===== src/shared/starter_defines.svh =====
// Function
// - selector forces on, off, or hands to the control source (local or network)
// - overload function active only in automatic position
// - source parameter 0 local, 1 network
// - local run terminal drives run request
// - small frames enter operating state automatically
// - large frames use enable terminal for entry
// - active overload forces operation enable low
// - contactor profiles auto-enter, start/stop bit toggles run
// - short profiles follow run-request bit changes
// - long profiles follow command word bit changes
// - highest priority transition wins
// - network commands answered within about 150 ms
// - selector status 10 auto, 01 stop, 11 run
// - profile 11 selected after reset
`ifndef STARTER_DEFINES_SVH
`define STARTER_DEFINES_SVH
`define SEL_STAT_AUTO      2'h2
`define SEL_STAT_STOP      2'h1
`define SEL_STAT_RUN       2'h3
`define SEL_STAT_UNDEF     2'h0
`define PROFILE_RESET      4'hB
`define RESPONSE_MS        150
`define CLK_HZ             50000000
`define RESPONSE_CYCLES    (`RESPONSE_MS * (`CLK_HZ / 1000))
`define FRAME_SMALL_MAX    3'h2
`endif


===== src/shared/starter_pkg.sv =====
package starter_pkg;
  typedef enum logic [1:0]
  {
    sel_auto     = 2'h0,
    sel_force_on = 2'h1,
    sel_force_off = 2'h2
  } selector_t;
  typedef enum logic [1:0]
  {
    st_ready     = 2'h0,
    st_operating = 2'h1,
    st_running   = 2'h3
  } run_state_t;
  typedef enum logic [1:0]
  {
    grp_contactor = 2'h0,
    grp_short     = 2'h1,
    grp_long      = 2'h2
  } profile_group_t;
  typedef struct packed
  {
    logic start_stop_bit;
    logic run_request_bit;
    logic operation_enable_bit;
    logic remote_control_grant_bit;
  } net_cmd_t;
endpackage


===== src/core/starter_control_source_fsm.sv =====
`timescale 1ns/1ns
`include "starter_defines.svh"
module starter_control_source_fsm
#(
  parameter int RESP_CYCLES = `RESPONSE_CYCLES
)
(
  input  wire logic                      mclk,
  input  wire logic                      rstn,
  input  wire logic [1:0]                selector_pins,
  input  wire logic                      run_terminal,
  input  wire logic                      enable_terminal,
  input  wire logic                      overload_pin,
  input  wire logic                      control_source_param,
  input  wire logic [2:0]                frame_size,
  input  wire logic                      profile_load,
  input  wire logic [3:0]                profile_in,
  input  wire starter_pkg::net_cmd_t     net_cmd,
  output logic                           motor_run,
  output logic                           operation_enable,
  output logic                           overload_relay_function,
  output logic [1:0]                     selector_status,
  output logic [3:0]                     profile,
  output starter_pkg::run_state_t        state
);
  import starter_pkg::*;

  // ******************************
  // input synchronisers
  // ******************************
  logic [4:0] pins_s;
  pin_sync #(.WIDTH(5)) u_sync
  (
    .mclk (mclk),
    .rstn (rstn),
    .din  ({selector_pins, run_terminal, enable_terminal, overload_pin}),
    .dout (pins_s)
  );
  selector_t sel;
  logic      run_t;
  logic      en_t;
  logic      ovl;
  always_comb
  begin
    case (pins_s[4:3])
      2'h1:    sel = sel_force_on;
      2'h2:    sel = sel_force_off;
      default: sel = sel_auto;
    endcase
  end
  assign run_t = pins_s[2];
  assign en_t  = pins_s[1];
  assign ovl   = pins_s[0];

  function automatic profile_group_t group_of(input logic [3:0] p);
    case (p)
      4'h1, 4'h2, 4'h3:       group_of = grp_contactor;
      4'h4, 4'h5, 4'h6, 4'hA: group_of = grp_short;
      default:                group_of = grp_long;
    endcase
  endfunction

  // ******************************
  // profile register
  // ******************************
  always_ff @(posedge mclk or negedge rstn)
  begin
    if (!rstn)
      profile <= `PROFILE_RESET;
    else if (profile_load)
      profile <= profile_in;
  end

  // ******************************
  // network sampling, paced by response time
  // ******************************
  // commands are sampled once per response tick, so the delay is bounded
  logic [31:0] tick_cnt;
  logic        tick;
  always_ff @(posedge mclk or negedge rstn)
  begin
    if (!rstn)
      tick_cnt <= 32'h0;
    else if (tick)
      tick_cnt <= 32'h0;
    else
      tick_cnt <= tick_cnt + 32'h1;
  end
  assign tick = (tick_cnt >= 32'(RESP_CYCLES - 1));

  net_cmd_t cmd_q;
  always_ff @(posedge mclk or negedge rstn)
  begin
    if (!rstn)
      cmd_q <= '0;
    else if (tick)
      cmd_q <= net_cmd;
  end

  // ******************************
  // effective command bits
  // ******************************
  logic ovl_active;
  logic want_enable;
  logic want_run;
  logic granted;
  profile_group_t grp;
  assign grp        = group_of(profile);
  assign ovl_active = (sel == sel_auto) && ovl;
  assign granted    = (grp != grp_long) || cmd_q.remote_control_grant_bit;

  always_comb
  begin
    want_enable = 1'b0;
    want_run    = 1'b0;
    if (!control_source_param)
    begin
      want_run    = run_t;
      // small frames lack enable terminal
      want_enable = (frame_size <= `FRAME_SMALL_MAX) ? 1'b1 : en_t;
    end
    else
    begin
      case (grp)
        grp_contactor:
        begin
          want_enable = 1'b1;
          want_run    = cmd_q.start_stop_bit;
        end
        grp_short:
        begin
          want_enable = cmd_q.operation_enable_bit;
          want_run    = cmd_q.run_request_bit;
        end
        default:
        begin
          want_enable = cmd_q.operation_enable_bit;
          want_run    = cmd_q.run_request_bit;
        end
      endcase
    end
  end

  // ******************************
  // run state machine
  // ******************************
  run_state_t next_state;
  logic       net_blocked;
  assign net_blocked = control_source_param && !granted;

  always_comb
  begin
    next_state = state;
    // priority: forced stop, forced run, overload, then commands
    case (sel)
      sel_force_off: next_state = st_ready;
      sel_force_on:  next_state = st_running;
      default:
      begin
        if (ovl_active)
          next_state = st_ready;
        else if (!net_blocked)
        begin
          case (state)
            st_ready:
              if (want_enable)
                next_state = st_operating;
            st_operating:
              if (!want_enable)
                next_state = st_ready;
              else if (want_run)
                next_state = st_running;
            st_running:
              if (!want_enable)
                next_state = st_ready;
              else if (!want_run)
                next_state = st_operating;
            default:
              next_state = st_ready;
          endcase
        end
      end
    endcase
  end

  always_ff @(posedge mclk or negedge rstn)
  begin
    if (!rstn)
      state <= st_ready;
    else
      state <= next_state;
  end

  // ******************************
  // outputs
  // ******************************
  always_ff @(posedge mclk or negedge rstn)
  begin
    if (!rstn)
    begin
      motor_run               <= 1'b0;
      operation_enable        <= 1'b0;
      overload_relay_function <= 1'b0;
      selector_status         <= `SEL_STAT_UNDEF;
    end
    else
    begin
      motor_run               <= (next_state == st_running);
      operation_enable        <= (next_state != st_ready) && !ovl_active;
      overload_relay_function <= (sel == sel_auto);
      case (sel)
        sel_force_on:  selector_status <= `SEL_STAT_RUN;
        sel_force_off: selector_status <= `SEL_STAT_STOP;
        default:       selector_status <= `SEL_STAT_AUTO;
      endcase
    end
  end

  // ******************************
  // checks
  // ******************************
  chk_forced_off_stop: assert property (@(posedge mclk) disable iff (!rstn)
    (sel == sel_force_off) |=> !motor_run)
    else $error("forced off but motor runs");
  chk_forced_on_run: assert property (@(posedge mclk) disable iff (!rstn)
    (sel == sel_force_on) |=> motor_run)
    else $error("forced on but motor stopped");
  chk_ovl_func_auto: assert property (@(posedge mclk) disable iff (!rstn)
    (sel != sel_auto) |=> !overload_relay_function)
    else $error("overload function on in forced position");
  chk_overload_enable: assert property (@(posedge mclk) disable iff (!rstn)
    ovl_active |=> !operation_enable)
    else $error("enable kept during overload");
  chk_status_code: assert property (@(posedge mclk) disable iff (!rstn)
    (sel == sel_auto) |=> (selector_status == `SEL_STAT_AUTO))
    else $error("wrong selector status");
  chk_grant_hold: assert property (@(posedge mclk) disable iff (!rstn)
    (sel == sel_auto && !ovl_active && net_blocked) |=> $stable(state))
    else $error("transition without grant");
  chk_local_small: assert property (@(posedge mclk) disable iff (!rstn)
    (sel == sel_auto && !ovl_active && !control_source_param
     && frame_size <= `FRAME_SMALL_MAX && state == st_ready)
    |=> (state == st_operating))
    else $error("no automatic entry to operating");
  chk_contactor_auto: assert property (@(posedge mclk) disable iff (!rstn)
    (sel == sel_auto && !ovl_active && control_source_param
     && grp == grp_contactor && state == st_ready) |=> state != st_ready)
    else $error("contactor profile stuck in ready");
  chk_local_run: assert property (@(posedge mclk) disable iff (!rstn)
    (sel == sel_auto && !ovl_active && !control_source_param
     && state == st_operating && want_enable && run_t) |=> motor_run)
    else $error("run terminal ignored");
endmodule


===== src/core/pin_sync.sv =====
`timescale 1ns/1ns
module pin_sync
#(
  parameter int WIDTH = 1
)
(
  input  wire logic             mclk,
  input  wire logic             rstn,
  input  wire logic [WIDTH-1:0] din,
  output logic      [WIDTH-1:0] dout
);
  logic [WIDTH-1:0] stage1;
  always_ff @(posedge mclk or negedge rstn)
  begin
    if (!rstn)
    begin
      stage1 <= '0;
      dout   <= '0;
    end
    else
    begin
      stage1 <= din;
      dout   <= stage1;
    end
  end
endmodule


===== config.mk =====
export PLATFORM = sky130hd
export DESIGN_NAME = starter_control_source_fsm
export DESIGN_NICKNAME = d
export VERILOG_FILES = /design/src/shared/starter_pkg.sv /design/src/core/starter_control_source_fsm.sv /design/src/core/pin_sync.sv
export VERILOG_INCLUDE_DIRS = /design/src /design/src/shared
export SDC_FILE = /design/constraint.sdc
export NUM_CORES = 1
export LEC_CHECK = 0
export ABC_AREA = 1
export BUFFER_PORTS_ARGS = -buffer_cell sky130_fd_sc_hd__buf_2
export CORE_AREA = 5 5 75 84
export DETAILED_ROUTE_END_ITERATION = 16
export DIE_AREA = 0 0 80 89
export GPL_TIMING_DRIVEN = 0
export PLACE_DENSITY = 0.75
export SLEW_MARGIN = 25
export SYNTH_ARGS = -nofsm -noshare
export SYNTH_HDL_FRONTEND = slang
export SYNTH_SLANG_ARGS = --single-unit
export TNS_END_PERCENT = 5

===== constraint.sdc =====
create_clock -name mclk -period 3.69 [get_ports mclk]
set_input_delay 0.5535 -clock mclk [delete_from_list [all_inputs] [get_ports mclk]]
set_output_delay 0.5535 -clock mclk [all_outputs]
set_load 0.01 [all_outputs]

Word level (Yosys, flattened, before mapping)
Cells that the tools add are included.
{ "totals": {"register_bits": 57, "input_bits": 20, "output_inout_bits": 11, "wordCells": 61} }
{ "op_classes": {"n_addsub": 1, "n_lt_le_gt_ge": 2, "n_eq_ne": 15, "muxes": 18, "reduce_logical": 12} }
{ "op_table": {"columns": ["operator", "n"], "rows": [
  ["$add A32 B1 Y32 const B", 1],
  ["$ge A32 B23 Y1 const B", 1],
  ["$mux W32", 1],
  ["$pmux W2 S2", 4],
  ["$mux W2", 7],
  ["$eq A4 B3 Y1 const B", 3],
  ["$eq A2 B2 Y1 const B", 4],
  ["$eq A4 B2 Y1 const B", 2],
  ["$eq A2 B1 Y1 const B", 3],
  ["$logic_not A2 Y1", 3],
  ["$pmux W2 S3", 1],
  ["$mux W1", 5],
  ["$eq A4 B1 Y1 const B", 1],
  ["$eq A4 B4 Y1 const B", 1],
  ["$reduce_or A4 Y1", 1],
  ["$le A3 B2 Y1 const B", 1],
  ["$logic_and A1 B1 Y1", 3],
  ["$reduce_or A3 Y1", 1],
  ["$logic_not A1 Y1", 2],
  ["$ne A2 B2 Y1 const B", 1],
  ["$reduce_bool A2 Y1", 1],
  ["$logic_or A1 B1 Y1", 1]
]} }

Logic depth before layout (Yosys ltp)
{ "depth": {"depth_word": 14, "depth_mapped": 11} }

Cells and area by module
From an unflattened synthesis, not the netlist that was laid out.
{ "hier_totals": {"cells_unflattened": 285, "area_unflattened_um2": 2511.2} }
{ "by_module_without_submodules": {"columns": ["mod", "instances", "cells_per_inst", "area_per_inst_um2"], "rows": [
  ["starter_control_source_fsm", 1, 275, 2260.9],
  ["pin_sync", 1, 10, 250.2]
]} }

Worst setup path before layout
Ideal clock, no wire load.
{ "synth_timing": {"path_kind": "flip-flop to flip-flop", "from": "register tick_cnt[0]", "to": "register tick_cnt[8]", "setup_ns": 0.080, "t_arrival_ns": 1.359, "slack_ns": 2.250, "path_stages_with_launch": 12, "synth_period_minus_slack_ns": 1.440, "cell_sequence": "dfrtp_1 -> ha_1 -> nand2_1 -> inv_1 -> nand2_4 -> nand2_1 -> nand3_1 -> nand2_2 -> nand2_2 -> nand2_4 -> buf_6 -> nor3_2"} }
{ "synth_via": {"elab_chain_cells": 2, "word_cells_on_any_way": 3, "classes_between": "add/sub: 1; order compare: 1; mux: 1"} }
{ "synth_rtl": {"columns": ["element", "line_no", "source"], "rows": [
  ["start: declaration", "starter_control_source_fsm.sv:78", "logic [31:0] tick_cnt;"],
  ["start signal: assignment", "starter_control_source_fsm.sv:87", "tick_cnt <= tick_cnt + 32'h1;"],
  ["$add A32 B1 Y32 / $ge A32 B23 Y1 (equally long branches)", "starter_control_source_fsm.sv:87, starter_control_source_fsm.sv:89", null],
  ["$mux W32 *", "starter_control_source_fsm.sv:84", "else if (tick)"]
]} }
Every way passes the cells marked *; elsewhere a longest branch is shown, timed or not.
A chain may end at the register's enable or synchronous reset.

Final worst setup path
{ "layout_timing": {"from": "register tick_cnt[0]", "to": "register tick_cnt[21]"} }
The elaborated chain is that of the path after synthesis.

==> qor.yml <==
max_slew.worst_pin.slew_ps: 696
worst_ep_arrival_time_ps: 1890
async_reset_ff_frac: 1.00
htreeDepth: 3
cts_resized: 0
yosysWarningCount: 0
synth_top_area_frac: 0.520
antenna_found_initial: 0
rows: 28
synthTopCellsByCount: "nand2_1 (75), dfrtp_1 (54), nor2_1 (50)"
vias: 2016
avgSynthCellArea_um2: 8.68
final_util: 0.579
synthFlopType: "dfrtp_1"
clk-insertion-delay-late_ps: 340
ys_types: 28
ir_drop_mv: 0.195
fin_skew_ps: 7.14
tns_ps: 0
diodes: 0
fin_crit_sh: 0.452
fin_crit_ps: 1670
path_clk_slew_ps: 70
hold_viol: 0
cts-root-buf: "clkbuf_8"
max_freq_ghz: 0.600
multi_input_area_um2: 1030
rsz0062_at_grt: "no"
first_global_vias: 2004
clock_sinks: 57
cp-start-kind: "register"
wl_um: 4850
grt_max_degree: 58
synth_enable_flop_cells: 0
nets: 371
drc: 0
dr.pass1.iters: 4
cts_tree: "done"
p_per_area_nw_per_um2: 440
cts_setup_buffers: 0
fillers: 475
cts_buffers: 9
cts_hold_buf: 0
start_util: 0.488
via_per_inst: 4.71
ios: 31
die_h_um: 89
synth.most_common_cell: "nand2_1"
grt_pass1_wl_um: 8460
worstPathMaxFanout: 6
netlist_top_cells_area: "dfrtp_1 (52%), nand2_1 (11%), nor2_1 (7.2%)"
dp_slack_ps: 2080
yosys.area.top_type: "dfrtp_1"
setup_viol: 0
rr_worst_depth: 7
coreArea_um2: 5330
ant_nets: 0
register_area_um2: 1430
drive_gt1_frac: 0.198
critPathCaptureType: "register"
crit_required_ps: 3910
track_usage: 0.157
relSlewSlack: 0.536
dr.first_iter.drc_count: 81
dieWidth_um: 80
ys_ff_latch: 57
area_growth_pct: 18.8
synth_cells: 299
status: "complete, no violations"
holdWs_ps: 267
grt.overflow.total: 0
die_area_um2: 7120
max_cap_violations: 0
worstSetupPathType: "register to register"
total_power_w: 0.00136
numPortBuffers: 30
cts_buffer_depth: 2
hold_class: "input port to async pin"
syn_area_um2: 2600
yosysSeqAreaShare: 0.551
leakage_nw: 1.47
globalplace.congestion: 0.943
fin_ws_ps: 2020
wire_per_inst_um: 11.3
report.final.slew_viol_count: 0
dpl.hpwl_um: 3470
[final cells by class]
cell class	count	share of cell area
clock buffers	11	0.0426
plain buffers	2	0.00730
clock inverters	5	0.0260
flip-flops and latches	57	0.464
inverters	39	0.0475
well taps	75	0.0304
multi-input cells	209	0.333
repair buffers	30	0.0495
[stage by stage]
stage          area (µm²)  std cells
2_1_floorplan        2630        307
6_report             3080        428
3_5_place_dp         2870        412
4_1_cts              3080        428
3_3_place_gp         2870        412
5_1_grt              3080        428
[cell usage in the layout, fill, tap and decap left out]
master,count
ha_1,3
xnor2_1,2
nor3_1,7
dfstp_2,3
nor2_4,3
clkbuf_8,9
nor3_2,6
clkinv_2,1
inv_2,1
clkbuf_1,2
nor2_2,2
nor2_1,50
o21bai_1,1
buf_4,1
nand2_2,5
a21boi_0,1
mux2_2,1
a21o_1,1
buf_2,29
nand3_1,15
nand4_1,6
nand2_1,75
dfrtp_1,54
a21oi_2,1
o21ai_0,7
conb_1,9
a21oi_1,3
nand2_4,2
o21ai_1,2
xor2_1,6
nor4_1,1
inv_1,38
buf_6,2
bufinv_16,2
clkinvlp_4,2
[report_power, final]
part / switching, W / internal (W) / total, W
Sequential: 0.0000107 / 0.000652 / 0.000663
Combinational: 0.0000480 / 0.0000290 / 0.0000771
Clock: 0.000238 / 0.000379 / 0.000616
[critical path, stage by stage (launching register included)]
cell     delay, ps
dfrtp_1        380
nand3_1        210
nor2_4         230
nand3_1        150
nor2_1         250
nand3_1        130
nor3_1         150
nor2_1          50
[flip-flops by register name, indices dropped and copies added (netlist names)]
| signal | count |
|---|---|
| overload_relay_function | 1 |
| u_sync.dout | 5 |
| tick_cnt | 32 |
| selector_status | 2 |
| motor_run | 1 |
| profile | 4 |
| state | 2 |
| u_sync.stage1 | 5 |
| cmd_q | 4 |
| operation_enable | 1 |
[cells by family after synthesis]
logic type,synth area share
compound gates,0.0352
xor+xnor,0.0270
fa+ha+maj,0.0145
buf+inv,0.0651
flops,0.551
mux,0.00434
other cells,0.00144
simple gates,0.302
[metal layers]
layer  GRT usage  routed length, µm
met5           0                  0
met4      0.0768                132
met3      0.0534                304
met2       0.274               2400
met1       0.171               2020
[worst paths after layout]
check	startpoint	end	slack, ps
max in group asynchronous	rstn	tick_cnt[21]	2960
hold reg to reg	u_sync.stage1[4]	u_sync.dout[4]	340
setup / recovery	tick_cnt[0]	tick_cnt[21]	2020
setup reg to reg	tick_cnt[0]	tick_cnt[21]	2020
hold / removal	rstn	tick_cnt[0]	270
min in group mclk	enable_terminal	u_sync.stage1[1]	320
(Power assumes the default switching activity.)
